$ cat src/dcr_pkg.sv
// Shared constants and carriers for the disk control error recovery block.
// Assumes one 25 MHz core clock and a synchronous active-low reset.
package dcr_pkg;
  localparam int DRV_W = 3;
  localparam int TRK_W = 16;
  localparam int XFER_W = 16;
  localparam int PAT_W = 24;
  localparam int DISP_W = 16;
  localparam int BYTE_CNT_W = 32;
  localparam int SEEK_CNT_W = 16;
  localparam int ERR_CNT_W = 8;
  localparam int TRY_W = 4;
  localparam int CHK_W = 4;

  localparam logic [TRY_W-1:0] UNCORR_RETRIES = 4'h2;
  localparam logic [TRY_W-1:0] SEEK_RETRIES = 4'ha;
  localparam logic [TRY_W-1:0] OVERRUN_RETRIES = 4'h1;
  localparam logic [TRY_W-1:0] HAK_PLAIN_RETRIES = 4'h1;
  localparam logic [CHK_W-1:0] CHK_BYTES_ECC = 4'ha;
  localparam logic [CHK_W-1:0] CHK_BYTES_CRC = 4'h2;

  localparam logic [BYTE_CNT_W-1:0] BYTE_THR_DEF = 32'hffff_0000;
  localparam logic [SEEK_CNT_W-1:0] SEEK_THR_DEF = 16'hff00;
  localparam logic [ERR_CNT_W-1:0] ERR_THR_DEF = 8'h10;

  // Outcome of one command execution, reported by the sequencer
  typedef struct packed {
    logic corr_data;
    logic corr_hak;
    logic uncorr;
    logic seek_fail;
    logic alt_track;
    logic overrun;
  } dcr_err_t;

  typedef enum logic [2:0] {
    KIND_NONE, KIND_CORR, KIND_UNCORR, KIND_SEEK, KIND_OTHER
  } dcr_kind_t;

  typedef struct packed {
    logic [BYTE_CNT_W-1:0] bytes_rd;
    logic [SEEK_CNT_W-1:0] seeks;
    logic [ERR_CNT_W-1:0] seek_err;
    logic [ERR_CNT_W-1:0] corr_err;
    logic [ERR_CNT_W-1:0] uncorr_err;
  } dcr_cnt_t;

  typedef struct packed {
    logic valid;
    logic [PAT_W-1:0] pattern;
    logic [DISP_W-1:0] disp;
  } dcr_sense_t;

  localparam dcr_cnt_t CNT_RST = '0;
  localparam dcr_sense_t SENSE_RST = '0;
endpackage

$ cat src/dcr_drive_counters.sv
// Usage and error counters of one drive, saturating, with threshold flag.
// Assumes increments and clear come from logic on the same clock.
module dcr_drive_counters import dcr_pkg::*; #(
  parameter logic [BYTE_CNT_W-1:0] BYTE_THR = BYTE_THR_DEF,
  parameter logic [SEEK_CNT_W-1:0] SEEK_THR = SEEK_THR_DEF,
  parameter logic [ERR_CNT_W-1:0] ERR_THR = ERR_THR_DEF
) (
  input wire logic core_clk,
  input wire logic rstn,
  input wire logic add_en,
  input wire logic [XFER_W-1:0] add_bytes,
  input wire logic seek_inc,
  input wire dcr_kind_t kind_inc,
  input wire logic clr,
  output dcr_cnt_t cnt_r,
  output logic thr_r
);
  dcr_cnt_t cnt_nxt;
  dcr_cnt_t base;
  logic thr_nxt;
  logic [BYTE_CNT_W:0] bsum;

  function automatic logic [ERR_CNT_W-1:0] sat_inc(
    input logic [ERR_CNT_W-1:0] v, input logic en);
    sat_inc = (en && v != '1) ? v + 1'b1 : v;
  endfunction

  always_comb begin
    // Clear first so an event in the clear cycle still counts
    base = clr ? CNT_RST : cnt_r;
    cnt_nxt = base;
    bsum = {1'b0, base.bytes_rd} + {{(BYTE_CNT_W+1-XFER_W){1'b0}}, add_bytes};
    if (add_en) begin
      cnt_nxt.bytes_rd = bsum[BYTE_CNT_W] ? '1 : bsum[BYTE_CNT_W-1:0];
    end
    if (seek_inc && base.seeks != '1) begin
      cnt_nxt.seeks = base.seeks + 1'b1;
    end
    cnt_nxt.seek_err = sat_inc(base.seek_err, kind_inc == KIND_SEEK);
    cnt_nxt.corr_err = sat_inc(base.corr_err, kind_inc == KIND_CORR);
    cnt_nxt.uncorr_err = sat_inc(base.uncorr_err, kind_inc == KIND_UNCORR);
    thr_nxt = cnt_nxt.bytes_rd >= BYTE_THR || cnt_nxt.seeks >= SEEK_THR ||
              cnt_nxt.seek_err >= ERR_THR || cnt_nxt.corr_err >= ERR_THR ||
              cnt_nxt.uncorr_err >= ERR_THR;
  end

  always_ff @(posedge core_clk) begin
    if (!rstn) begin
      cnt_r <= CNT_RST;
      thr_r <= 1'b0;
    end else begin
      cnt_r <= cnt_nxt;
      thr_r <= thr_nxt;
    end
  end
endmodule

$ cat src/dcr_recovery.sv
// Error recovery, retry sequencing, per-drive logging and track sparing.
// Assumes a command sequencer on core_clk reports starts and outcomes;
// drive pack and diagnostic plug pins arrive asynchronously.
module dcr_recovery import dcr_pkg::*; #(
  parameter int NUM_DRV = 8,
  parameter bit VARIANT2 = 1'b0,
  parameter logic [BYTE_CNT_W-1:0] BYTE_THR = BYTE_THR_DEF,
  parameter logic [SEEK_CNT_W-1:0] SEEK_THR = SEEK_THR_DEF,
  parameter logic [ERR_CNT_W-1:0] ERR_THR = ERR_THR_DEF
) (
  input wire logic core_clk,
  input wire logic rstn,
  input wire logic cmd_start,
  input wire logic [DRV_W-1:0] cmd_drive,
  input wire logic [TRK_W-1:0] cmd_track,
  input wire logic op_end,
  input wire dcr_err_t op_err,
  input wire logic [PAT_W-1:0] ecc_pattern,
  input wire logic [DISP_W-1:0] ecc_disp,
  input wire logic [XFER_W-1:0] xfer_bytes,
  input wire logic seek_issued,
  input wire logic orient_done,
  input wire logic [TRK_W-1:0] alt_loc,
  input wire logic alt_seek_done,
  input wire logic index_found,
  input wire logic rps_set,
  input wire logic [DRV_W-1:0] rps_drive,
  input wire logic rps_done,
  input wire logic [DRV_W-1:0] rps_done_drive,
  input wire logic spare_assign,
  input wire logic [DRV_W-1:0] spare_drive,
  input wire logic [TRK_W-1:0] spare_bad_trk,
  input wire logic [TRK_W-1:0] spare_alt_trk,
  input wire logic log_rd,
  input wire logic [DRV_W-1:0] log_drive,
  input wire logic [NUM_DRV-1:0] pack_removed_pin,
  input wire logic [NUM_DRV-1:0] diag_plug_pin,
  output logic retry_req_r,
  output logic disconnect_r,
  output logic buf_fix_r,
  output logic use_buf_r,
  output logic seek_req_r,
  output logic [TRK_W-1:0] seek_trk_r,
  output logic orient_req_r,
  output logic [TRK_W-1:0] eff_trk_r,
  output dcr_sense_t sense_r,
  output logic unit_check_r,
  output logic cmd_reject_r,
  output logic err_final_r,
  output logic done_r,
  output logic rps_reject_r,
  output logic [NUM_DRV-1:0] rps_active_r,
  output logic [NUM_DRV-1:0] offline_r,
  output dcr_cnt_t log_data_r,
  output logic log_valid_r,
  output logic [CHK_W-1:0] chk_bytes_r
);
  if (NUM_DRV < 1 || NUM_DRV > (1 << DRV_W)) begin : g_chk
    $error("NUM_DRV out of range for drive id width");
  end

  typedef enum logic [2:0] {
    ST_IDLE, ST_RUN, ST_REORIENT, ST_ALT_SEEK, ST_ALT_INDEX
  } dcr_state_t;

  // Pin synchronisers; only the second stage and later are read
  logic [NUM_DRV-1:0] pack_q1_r, pack_q2_r, pack_q3_r;
  logic [NUM_DRV-1:0] diag_q1_r;

  always_ff @(posedge core_clk) begin
    if (!rstn) begin
      pack_q1_r <= '0;
      pack_q2_r <= '0;
      pack_q3_r <= '0;
      diag_q1_r <= '0;
      offline_r <= '0;
    end else begin
      pack_q1_r <= pack_removed_pin;
      pack_q2_r <= pack_q1_r;
      pack_q3_r <= pack_q2_r;
      diag_q1_r <= diag_plug_pin;
      offline_r <= diag_q1_r;
    end
  end

  // Per-drive counters and bookkeeping
  dcr_cnt_t cnt_a [NUM_DRV];
  logic [NUM_DRV-1:0] thr_w;
  logic [NUM_DRV-1:0] thr_q_r;
  logic [NUM_DRV-1:0] uc_pend_r, uc_pend_nxt;
  logic [NUM_DRV-1:0] rps_nxt;
  logic [NUM_DRV-1:0] sp_vld_r, sp_vld_nxt;
  logic [TRK_W-1:0] sp_bad_r [NUM_DRV];
  logic [TRK_W-1:0] sp_alt_r [NUM_DRV];
  dcr_kind_t kind_inc;
  logic add_en;
  logic [DRV_W-1:0] cur_drv_r, cur_drv_nxt;

  for (genvar d = 0; d < NUM_DRV; d++) begin : g_drv
    dcr_drive_counters #(
      .BYTE_THR(BYTE_THR),
      .SEEK_THR(SEEK_THR),
      .ERR_THR(ERR_THR)
    ) u_cnt (
      .core_clk(core_clk),
      .rstn(rstn),
      .add_en(add_en && cur_drv_r == DRV_W'(d)),
      .add_bytes(xfer_bytes),
      .seek_inc(seek_issued && cur_drv_r == DRV_W'(d)),
      .kind_inc(cur_drv_r == DRV_W'(d) ? kind_inc : KIND_NONE),
      .clr(log_rd && log_drive == DRV_W'(d)),
      .cnt_r(cnt_a[d]),
      .thr_r(thr_w[d])
    );
  end

  // Recovery sequencer state
  dcr_state_t st_r, st_nxt;
  dcr_kind_t pend_kind_r, pend_kind_nxt;
  logic [TRY_W-1:0] tries_r, tries_nxt;
  logic use_buf_nxt, buf_fix_nxt, retry_nxt, seek_req_nxt, orient_nxt;
  logic unit_check_nxt, reject_nxt, final_nxt, done_nxt, rps_rej_nxt;
  logic [TRK_W-1:0] seek_trk_nxt, eff_trk_nxt;
  dcr_sense_t sense_nxt;
  logic hak_buffer;

  // Decide whether another attempt remains, else end with an error
  function automatic logic can_retry(input logic [TRY_W-1:0] t,
                                     input logic [TRY_W-1:0] lim);
    can_retry = t < lim;
  endfunction

  always_comb begin
    st_nxt = st_r;
    pend_kind_nxt = pend_kind_r;
    tries_nxt = tries_r;
    cur_drv_nxt = cur_drv_r;
    use_buf_nxt = use_buf_r;
    eff_trk_nxt = eff_trk_r;
    seek_trk_nxt = seek_trk_r;
    sense_nxt = sense_r;
    buf_fix_nxt = 1'b0;
    retry_nxt = 1'b0;
    seek_req_nxt = 1'b0;
    orient_nxt = 1'b0;
    unit_check_nxt = 1'b0;
    reject_nxt = 1'b0;
    final_nxt = 1'b0;
    done_nxt = 1'b0;
    kind_inc = KIND_NONE;
    add_en = 1'b0;
    hak_buffer = 1'b0;
    // Threshold crossing or pack removal arms unit check; set beats clear
    uc_pend_nxt = uc_pend_r;
    if (cmd_start && st_r == ST_IDLE && !offline_r[cmd_drive]) begin
      uc_pend_nxt[cmd_drive] = 1'b0;
    end
    uc_pend_nxt = uc_pend_nxt | (thr_w & ~thr_q_r) |
                  (pack_q2_r & ~pack_q3_r);
    case (st_r)
      ST_IDLE: begin
        if (cmd_start) begin
          if (offline_r[cmd_drive]) begin
            reject_nxt = 1'b1;
          end else if (uc_pend_r[cmd_drive]) begin
            unit_check_nxt = 1'b1;
          end else begin
            cur_drv_nxt = cmd_drive;
            tries_nxt = '0;
            pend_kind_nxt = KIND_NONE;
            use_buf_nxt = 1'b0;
            sense_nxt = SENSE_RST;
            eff_trk_nxt = (sp_vld_r[cmd_drive] &&
                           sp_bad_r[cmd_drive] == cmd_track) ?
                          sp_alt_r[cmd_drive] : cmd_track;
            st_nxt = ST_RUN;
          end
        end
      end
      ST_RUN: begin
        if (op_end) begin
          add_en = 1'b1;
          tries_nxt = tries_r + 1'b1;
          st_nxt = ST_REORIENT;
          if (op_err.seek_fail) begin
            pend_kind_nxt = KIND_SEEK;
            if (!can_retry(tries_r, SEEK_RETRIES)) begin
              st_nxt = ST_IDLE;
              final_nxt = 1'b1;
            end
          end else if (op_err.alt_track) begin
            seek_req_nxt = 1'b1;
            seek_trk_nxt = alt_loc;
            eff_trk_nxt = alt_loc;
            pend_kind_nxt = KIND_OTHER;
            st_nxt = ST_ALT_SEEK;
          end else if (op_err.overrun) begin
            pend_kind_nxt = KIND_OTHER;
            if (!can_retry(tries_r, OVERRUN_RETRIES)) begin
              st_nxt = ST_IDLE;
              final_nxt = 1'b1;
            end
          end else if (op_err.uncorr) begin
            pend_kind_nxt = KIND_UNCORR;
            if (!can_retry(tries_r, UNCORR_RETRIES)) begin
              st_nxt = ST_IDLE;
              final_nxt = 1'b1;
            end
          end else if (op_err.corr_hak) begin
            pend_kind_nxt = KIND_CORR;
            // Second variant tries the track once before the buffer
            hak_buffer = !VARIANT2 ||
                         !can_retry(tries_r, HAK_PLAIN_RETRIES);
            if (use_buf_r) begin
              st_nxt = ST_IDLE;
              final_nxt = 1'b1;
            end else if (hak_buffer) begin
              buf_fix_nxt = 1'b1;
              use_buf_nxt = 1'b1;
            end
          end else begin
            // Data-area correction is left to the host routine
            if (op_err.corr_data) begin
              sense_nxt = '{valid: 1'b1, pattern: ecc_pattern,
                            disp: ecc_disp};
            end
            if (pend_kind_r != KIND_OTHER) begin
              kind_inc = pend_kind_r;
            end
            done_nxt = 1'b1;
            st_nxt = ST_IDLE;
          end
        end
      end
      ST_ALT_SEEK: begin
        if (alt_seek_done) begin
          orient_nxt = 1'b1;
          st_nxt = ST_ALT_INDEX;
        end
      end
      ST_ALT_INDEX: begin
        if (index_found) begin
          retry_nxt = 1'b1;
          st_nxt = ST_RUN;
        end
      end
      ST_REORIENT: begin
        if (orient_done) begin
          retry_nxt = 1'b1;
          st_nxt = ST_RUN;
        end
      end
      default: begin
        st_nxt = ST_IDLE;
      end
    endcase
  end

  always_ff @(posedge core_clk) begin
    if (!rstn) begin
      st_r <= ST_IDLE;
      pend_kind_r <= KIND_NONE;
      tries_r <= '0;
      cur_drv_r <= '0;
      use_buf_r <= 1'b0;
      buf_fix_r <= 1'b0;
      retry_req_r <= 1'b0;
      seek_req_r <= 1'b0;
      seek_trk_r <= '0;
      orient_req_r <= 1'b0;
      eff_trk_r <= '0;
      sense_r <= SENSE_RST;
      unit_check_r <= 1'b0;
      cmd_reject_r <= 1'b0;
      err_final_r <= 1'b0;
      done_r <= 1'b0;
      disconnect_r <= 1'b0;
      uc_pend_r <= '0;
      thr_q_r <= '0;
    end else begin
      st_r <= st_nxt;
      pend_kind_r <= pend_kind_nxt;
      tries_r <= tries_nxt;
      cur_drv_r <= cur_drv_nxt;
      use_buf_r <= use_buf_nxt;
      buf_fix_r <= buf_fix_nxt;
      retry_req_r <= retry_nxt;
      seek_req_r <= seek_req_nxt;
      seek_trk_r <= seek_trk_nxt;
      orient_req_r <= orient_nxt;
      eff_trk_r <= eff_trk_nxt;
      sense_r <= sense_nxt;
      unit_check_r <= unit_check_nxt;
      cmd_reject_r <= reject_nxt;
      err_final_r <= final_nxt;
      done_r <= done_nxt;
      // Channel is free for other drives while reorienting or seeking and orienting on an alternate track
      disconnect_r <= st_nxt inside {ST_REORIENT, ST_ALT_SEEK,
                                     ST_ALT_INDEX};
      uc_pend_r <= uc_pend_nxt;
      thr_q_r <= thr_w;
    end
  end

  // Sensing programs, spare table and log readout
  always_comb begin
    rps_nxt = rps_active_r;
    rps_rej_nxt = 1'b0;
    sp_vld_nxt = sp_vld_r;
    if (rps_done) begin
      rps_nxt[rps_done_drive] = 1'b0;
    end
    if (rps_set) begin
      if (rps_active_r[rps_drive] || offline_r[rps_drive]) begin
        rps_rej_nxt = 1'b1;
      end else begin
        rps_nxt[rps_drive] = 1'b1;
      end
    end
    if (spare_assign) begin
      sp_vld_nxt[spare_drive] = 1'b1;
    end
  end

  always_ff @(posedge core_clk) begin
    if (!rstn) begin
      rps_active_r <= '0;
      rps_reject_r <= 1'b0;
      sp_vld_r <= '0;
      log_data_r <= CNT_RST;
      log_valid_r <= 1'b0;
      chk_bytes_r <= CHK_BYTES_CRC;
    end else begin
      rps_active_r <= rps_nxt;
      rps_reject_r <= rps_rej_nxt;
      sp_vld_r <= sp_vld_nxt;
      log_valid_r <= log_rd;
      if (log_rd) begin
        log_data_r <= cnt_a[log_drive];
      end
      chk_bytes_r <= VARIANT2 ? CHK_BYTES_ECC : CHK_BYTES_CRC;
    end
  end

  // Spare table storage needs no reset; valid bits guard it
  always_ff @(posedge core_clk) begin
    if (spare_assign) begin
      sp_bad_r[spare_drive] <= spare_bad_trk;
      sp_alt_r[spare_drive] <= spare_alt_trk;
    end
  end
endmodule

$ cat config.mk
export PLATFORM = sky130hd
export DESIGN_NAME = dcr_recovery
export DESIGN_NICKNAME = d
export VERILOG_FILES = /design/src/dcr_pkg.sv /design/src/dcr_drive_counters.sv /design/src/dcr_recovery.sv
export SDC_FILE = /design/constraint.sdc
export NUM_CORES = 2
export LEC_CHECK = 0
export BUFFER_PORTS_ARGS = -buffer_cell sky130_fd_sc_hd__buf_4
export CORE_MARGIN = 4
export CORE_UTILIZATION = 35
export CTS_BUF_LIST = sky130_fd_sc_hd__clkbuf_8
export DETAILED_ROUTE_END_ITERATION = 8
export GPL_TIMING_DRIVEN = 0
export HOLD_SLACK_MARGIN = 0.03
export PLACE_DENSITY = 0.58
export SYNTH_ARGS = -nofsm -noshare
export SYNTH_HDL_FRONTEND = slang
export SYNTH_SLANG_ARGS = --single-unit
$ cat constraint.sdc
create_clock -name core_clk -period 5.1 [get_ports core_clk]
set_input_delay 0.255 -clock core_clk [delete_from_list [all_inputs] [get_ports core_clk]]
set_output_delay 0.255 -clock core_clk [all_outputs]
set_load 0.01 [all_outputs]
* Word level (Yosys, flattened, before mapping)
Memory sizes are Yosys's and may differ from the RTL's.
Index checks and enable logic that the tools add are counted.
** Operators by class
- Add/sub/neg operators :: 41
- Order comparisons :: 52
- Eq/ne operators :: 92
- Muxes and demuxes :: 181
- Bitwise operators :: 22
- Reductions and logical operators :: 117
** Operators by type and width (count)
- 2-to-1 mux 72 bit :: 10
- 2-to-1 mux 32 bit :: 16
- 2-to-1 mux 41 bit :: 10
- adder 32 x 16 -> 33 bit :: 8
- >= comparator 32 bit, second input constant :: 8
- 2-to-1 mux 16 bit :: 15
- 2-to-1 mux 8 bit :: 28
- binary-select mux 72 bit (select 3 bit) :: 1
- adder 8 x 1 -> 8 bit, second input constant :: 24
- >= comparator 8 x 5 -> 1 bit, second input constant :: 24
- != test 8 bit, second input constant :: 24
- adder 16 x 1 -> 16 bit, second input constant :: 8
- >= comparator 16 bit, second input constant :: 8
- != test 16 bit, second input constant :: 8
- 2-to-1 mux 3 bit :: 37
- case mux 41 bit (2 select lines) :: 1
- equality test 3 x 2 -> 1 bit, second input constant :: 24
- logical AND 1 bit :: 63
- 2-to-1 mux 1 bit :: 40
- equality test 3 x 1 -> 1 bit, second input constant :: 11
- logical OR 1 bit :: 33
- bitwise AND 8 bit :: 4
- inverter 8 bit :: 4
- bitwise OR 8 bit :: 4
- other kinds (38) :: 92
** Word-level totals
- Register bits after elaboration :: 826
- Memory bits (writable) :: 256
- Output and inout port bits :: 177
- Word-level logic and storage cells :: 590
- Memories :: 2
** Memories
- sp_alt_r :: depth 8, bits a word 16, read ports 1, clocked after memory_dff 0, write ports 1, RTL line dcr_recovery.sv:94 : logic [TRK_W-1:0] sp_alt_r [NUM_DRV];
- sp_bad_r :: depth 8, bits a word 16, read ports 1, clocked after memory_dff 0, write ports 1, RTL line dcr_recovery.sv:93 : logic [TRK_W-1:0] sp_bad_r [NUM_DRV];

* Logic depth before layout (Yosys ltp)
- Word-level depth :: 17
- Depth in mapped cells :: 19
- Depth with buffers taken out :: 14

* Modules after synthesis
From an unflattened synthesis, not the netlist that was laid out.
** Second synthesis, totals
- Cell total of the unflattened synthesis :: 6503
- Area total of the unflattened synthesis :: 60634.4 um2
** By module, submodules not included
- dcr_drive_counters (g_drv[0].u_cnt ...) :: times used 5, cells each 588, area each 4743.3 um2, sequential area each 1461.4 um2
- dcr_recovery :: times used 1, cells each 1832, area each 23259.8 um2, sequential area each 12532.0 um2
- dcr_drive_counters (g_drv[4].u_cnt ...) :: times used 2, cells each 591, area each 4590.7 um2, sequential area each 1461.4 um2
- dcr_drive_counters (g_drv[3].u_cnt) :: times used 1, cells each 549, area each 4476.8 um2, sequential area each 1461.4 um2

* Worst setup path after synthesis
No wires, ideal clock.
- Path type :: input-to-reg
- Start :: input log_drive[2]
- End :: register g_drv[3].u_cnt.thr_r
- Data arrival time :: 4.078 ns
- Data required time :: 5.025 ns
- Setup slack :: 0.947 ns
- Stages :: 19
- Buffers on the path :: 5
- Cell sequence :: buf_4 -> nand4b_1 -> clkbuf_1 -> clkbuf_1 -> clkbuf_1 -> and2_1 -> ha_1 -> inv_1 -> fa_1 -> nand2b_1 -> a211oi_1 -> o2111ai_1 -> nand2_1 -> and3_1 -> clkbuf_1 -> mux2i_1 -> nand4_1 -> or4_1 -> o22ai_1
** On the way
- Longest elaborated chain between the ends :: 11
- Elaborated cells between the ends (all ways) :: 31
- Classes of those cells :: add/sub (5); order compare (5); eq/ne (5); mux (7); reduce/logical (9)
** RTL lines
- start: declaration :: RTL line dcr_recovery.sv:35 : input wire logic [DRV_W-1:0] log_drive,
- equality test 3 x 2 -> 1 bit (*) :: RTL line dcr_recovery.sv:111 : .clr(log_rd && log_drive == DRV_W'(d)),
- logical AND 1 bit (*) :: RTL line dcr_recovery.sv:111
- 2-to-1 mux 72 bit (*) :: RTL line dcr_drive_counters.sv:30 : base = clr ? CNT_RST : cnt_r;
- adder 32 x 16 -> 33 bit / != test 16 bit (equally long branches) :: RTL line dcr_drive_counters.sv:32, dcr_drive_counters.sv:36
- 2-to-1 mux 32 bit / logical AND 1 bit (equally long branches) :: RTL line dcr_drive_counters.sv:34, dcr_drive_counters.sv:36
- 2-to-1 mux 32 bit / 2-to-1 mux 16 bit (equally long branches) :: RTL line dcr_drive_counters.sv:33, dcr_drive_counters.sv:36
- >= comparator 32 bit / >= comparator 16 bit (equally long branches) :: RTL line dcr_drive_counters.sv:42 : thr_nxt = cnt_nxt.bytes_rd >= BYTE_THR || cnt_nxt.seeks >= SEEK_THR ||
- logical OR 1 bit (2 in a row) :: RTL line dcr_drive_counters.sv:42
- logical OR 1 bit :: RTL line dcr_drive_counters.sv:43 : cnt_nxt.seek_err >= ERR_THR || cnt_nxt.corr_err >= ERR_THR ||
- logical OR 1 bit (*) :: RTL line dcr_drive_counters.sv:43
- end signal: assignment :: RTL line dcr_drive_counters.sv:53 : thr_r <= thr_nxt;
- end: declaration :: RTL line dcr_drive_counters.sv:16 : output logic thr_r
Every way passes the cells marked *; elsewhere a longest branch is shown, timed or not.
A chain may end at the register's enable or synchronous reset.

* Worst setup path in the final report
- Start :: input log_drive[0]
- End :: register g_drv[3].u_cnt.thr_r
Same word-level chain as after synthesis.

==> out/summary.txt <==
Netlist cell types - 119
Largest net degree at the start of global routing - 25
Worst r2r path cells - 11
Via Count - 53,770
CTS tree - done
First DRT Iteration DRCs - 5,094
Synth Flop Type - dfxtp_1
CTS sink count - 1,082
Placed Area - 64,500 um2
Synth-to-Final Area Change - 20.5%
Largest cells by area after synthesis - dfxtp_1 (28%), edfxtp_1 (13%), mux4_2 (6.0%)
Drt via density - 5.70
Design area - 71,000 um2
Vias in the first global route - 52,022
Required @ worst endpoint - 5.91 ns
Top-count cell post-synth - dfxtp_1
Util after Layout - 0.425
Pwr Density - 270 nW/um2
Tot GR Track Use - 0.272
First-pass GRT wire length - 351,000 um
Status - finished, violations left
Crit. Startpoint - log_drive[0]
Synthesized area per cell - 9.40 um2
Root Driver - clkbuf_8
# Max-Cap Violations - 0
Unrepaired setup endpoints after global routing - true
Static leakage - 26.3 nW
Die extent in y - 418 um
Share of layout cells above drive strength 1 - 0.141
PortBufs - 335
Bufs on Longest Clock Path - 3
Critical Path End - g_drv[3].u_cnt.thr_r
Syn Inst Count - 6,274
Fin. max-slew vios - 0
DIE AREA - 175,000 um2
DRT antenna net count - 0
Worst-Margin Slew - 1.45 ns
Clock-pin slew on the worst setup and hold paths - 0.06 ns
Fin. Hold Viols - 0
CP endpoint kind - flip-flop
Area share of the largest cell type after synthesis - 0.280
DR WL/cell - 26.0 um
DR pass1 iterations - 7
# rows - 150
Worst endpoint data arrival time - 5.93 ns
DP HPWL - 188,000 um
IO Pins - 346
Num CTS Buffers - 192
Final wirelength - 245,000 um
Final setup fails - 1
Flip-flop and latch count after synthesis - 1,082
Die W - 418 um
Setup WS pre-CTS - -2.42 ns
Setup Skew - 0.0549 ns
Fill cells - 16,266
Cell area after synthesis - 59,000 um2
Final routed DRC violation total - 0
Hold WS - 0.116 ns
Effective utilization at floorplan - 0.353
Fin crit share - 1.01
Max H-tree Level - 4
Final GP Congestion - 0.994
Largest area contributor in the netlist - dfxtp_1
Initial antenna violation count - 22
Yosys warns - 0
EDFF count, synth - 256
Flop2flop setup slack - 0.16 ns
Fmax - 195 MHz
Seq/Total Area, Yosys - 0.411
Setup Crit Path Kind - input port to flip-flop
Critical path launch point type - input port
Setup ws final - -0.0266 ns
Top cells by count, synth - dfxtp_1 (826), nor2_1 (716), nand2_1 (522)
Worst skew pair latency - 0.97 ns
Core box area - 167,000 um2
Asr flop ratio synth - 0
GRT overflow - 0
Failing checks - negative setup slack
Relative slew slack - 0.0300
Worst flop-to-flop path endpoint - g_drv[3].u_cnt.thr_r
Max VDD drop - 0.236 mV
Critical path peak fanout - 10
Nets - 7,408
Worst Hold Class - input port to flip-flop
Setup TNS - -0.0266 ns
Final critical-path required period - 5.13 ns
Crit Reg-Reg Startpoint - st_r[1]
-- sequential cells by signal (all words and copies together) (netlist names), 16 cells and up --
name,count
log_data_r,72
eff_trk_r,16
seek_trk_r,16
sense_r,41
sp_alt_r,128
sp_bad_r,128
g_drv.u_cnt.cnt_r,576
-- area by class of cell --
| type | instances | area, um2 | share of cell area |
|---|---|---|---|
| flip-flops and latches | 1082 | 24200 | 0.341 |
| clock inverters | 110 | 653 | 0.00920 |
| diodes | 16 | 40.0 | 0.000564 |
| multi-input cells | 4760 | 33100 | 0.465 |
| clock buffers | 234 | 3220 | 0.0453 |
| well taps | 2204 | 2760 | 0.0388 |
| repair buffers | 602 | 5260 | 0.0741 |
| inverters | 82 | 308 | 0.00433 |
| plain buffers | 349 | 1510 | 0.0212 |
-- repair_timing --
item                                    CTS  global route
gates resized for setup                  19             8
hold buffers                            251             0
buffers inserted                          1             0
endpoints found under the setup margin   62             8
pin swaps                                 1             1
hold endpoints to repair                605             0
-- worst min path at each step --
stage	start	end	depth (start not counted)	slack [ns]
after CTS	xfer_bytes[1]	g_drv[7].u_cnt.cnt_r[43]	6	0.03
after floorplan	rps_drive[2]	rps_reject_r	1	0.35
after global routing	ecc_pattern[0]	sense_r[16]	4	0.07
final	ecc_pattern[15]	sense_r[31]	4	0.12
after global placement	diag_q1_r[1]	offline_r[1]	1	0.42
after detailed placement	diag_q1_r[4]	offline_r[4]	1	0.42
-- worst max-delay path, stage by stage --
cell,delay (ns)
buf_4,0.14
buf_4,0.17
nand4b_1,0.23
clkbuf_2,0.45
clkbuf_2,0.38
clkbuf_1,0.84
and2_1,0.27
ha_1,0.23
and3_1,0.16
and4b_1,0.24
nor3b_1,0.53
xnor2_1,0.11
or4_1,0.42
nor4b_1,0.86
nor3_1,0.25
o22ai_2,0.37
-- power by group --
| group | leakage [nW] | switching [W] | total [W] | internal (W) |
|---|---|---|---|---|
| Sequential | 9.00 | 0.0000874 | 0.00902 | 0.00893 |
| Clock | 2.22 | 0.00398 | 0.00831 | 0.00433 |
| Combinational | 15.1 | 0.00120 | 0.00187 | 0.000680 |
| Total | 26.3 | 0.00526 | 0.0192 | 0.0139 |
-- stage by stage --
step | power, W | std cells
after global routing | 0.0198 | 9431
after detailed placement | 0.0109 | 8830
after global placement | 0.0109 | 8815
after floorplan | 0.0101 | 6276
final | 0.0192 | 9439
after CTS | 0.0193 | 9426
-- layer usage --
| layer | vias up | part of all wire | routed length [um] | track usage |
|---|---|---|---|---|
| li1 | 24645 | - | - | - |
| met1 | 26252 | 0.39 | 95700 | 0.328 |
| met2 | 2296 | 0.48 | 116000 | 0.460 |
| met3 | 567 | 0.073 | 17900 | 0.0465 |
| met4 | 10 | 0.061 | 14900 | 0.148 |
| met5 | - | 0.00026 | 64 | 0 |
-- cells in the final DEF (no fill, tap or decap), types with 22 or more instances in the layout --
| master | synthesis | routed |
|---|---|---|
| nor2_1 | 716 | 710 |
| or3_1 | 47 | 47 |
| a211oi_1 | 122 | 119 |
| and2_1 | 303 | 303 |
| dfxtp_1 | 826 | 826 |
| and4_1 | 45 | 45 |
| nor2b_1 | 24 | 24 |
| buf_2 | 44 | 46 |
| a21oi_1 | 355 | 355 |
| clkinv_2 | 0 | 27 |
| nand3_1 | 188 | 188 |
| nor4_1 | 46 | 46 |
| clkbuf_1 | 252 | 227 |
| mux4_2 | 158 | 158 |
| nand2_1 | 522 | 522 |
| inv_1 | 81 | 137 |
| nand2b_1 | 72 | 72 |
| a22oi_1 | 107 | 107 |
| and3_1 | 86 | 86 |
| o31ai_1 | 23 | 22 |
| ha_1 | 162 | 162 |
| edfxtp_1 | 256 | 256 |
| buf_1 | 34 | 33 |
| buf_4 | 15 | 352 |
| xor2_1 | 259 | 259 |
| o21a_1 | 24 | 24 |
| clkbuf_8 | 0 | 234 |
| xnor2_1 | 215 | 215 |
| o21ai_0 | 241 | 241 |
| mux2i_1 | 158 | 158 |
| nand4_1 | 166 | 166 |
| a21o_1 | 54 | 54 |
| nor3_1 | 105 | 102 |
| dlygate4sd3_1 | 0 | 251 |
| a31oi_1 | 99 | 99 |
| o211ai_1 | 24 | 24 |
| a221oi_1 | 25 | 25 |
-- logic make-up (layout without fill, tap and decap cells) --
family                     after synthesis  in the layout  share of synthesized area
AOI/OAI and AO/OA                     1290           1290                      0.144
xor gates and xnor gates               474            474                     0.0704
adders and majority gates              170            170                     0.0371
buffers and inverters                  434           1377                     0.0304
DFF                                   1082           1082                      0.411
muxes                                  327            327                     0.0893
other                                    2             20                   0.000127
and+or+nand+nor                       2495           2495                      0.217
Note: power is estimated with default switching activity, not from simulation.
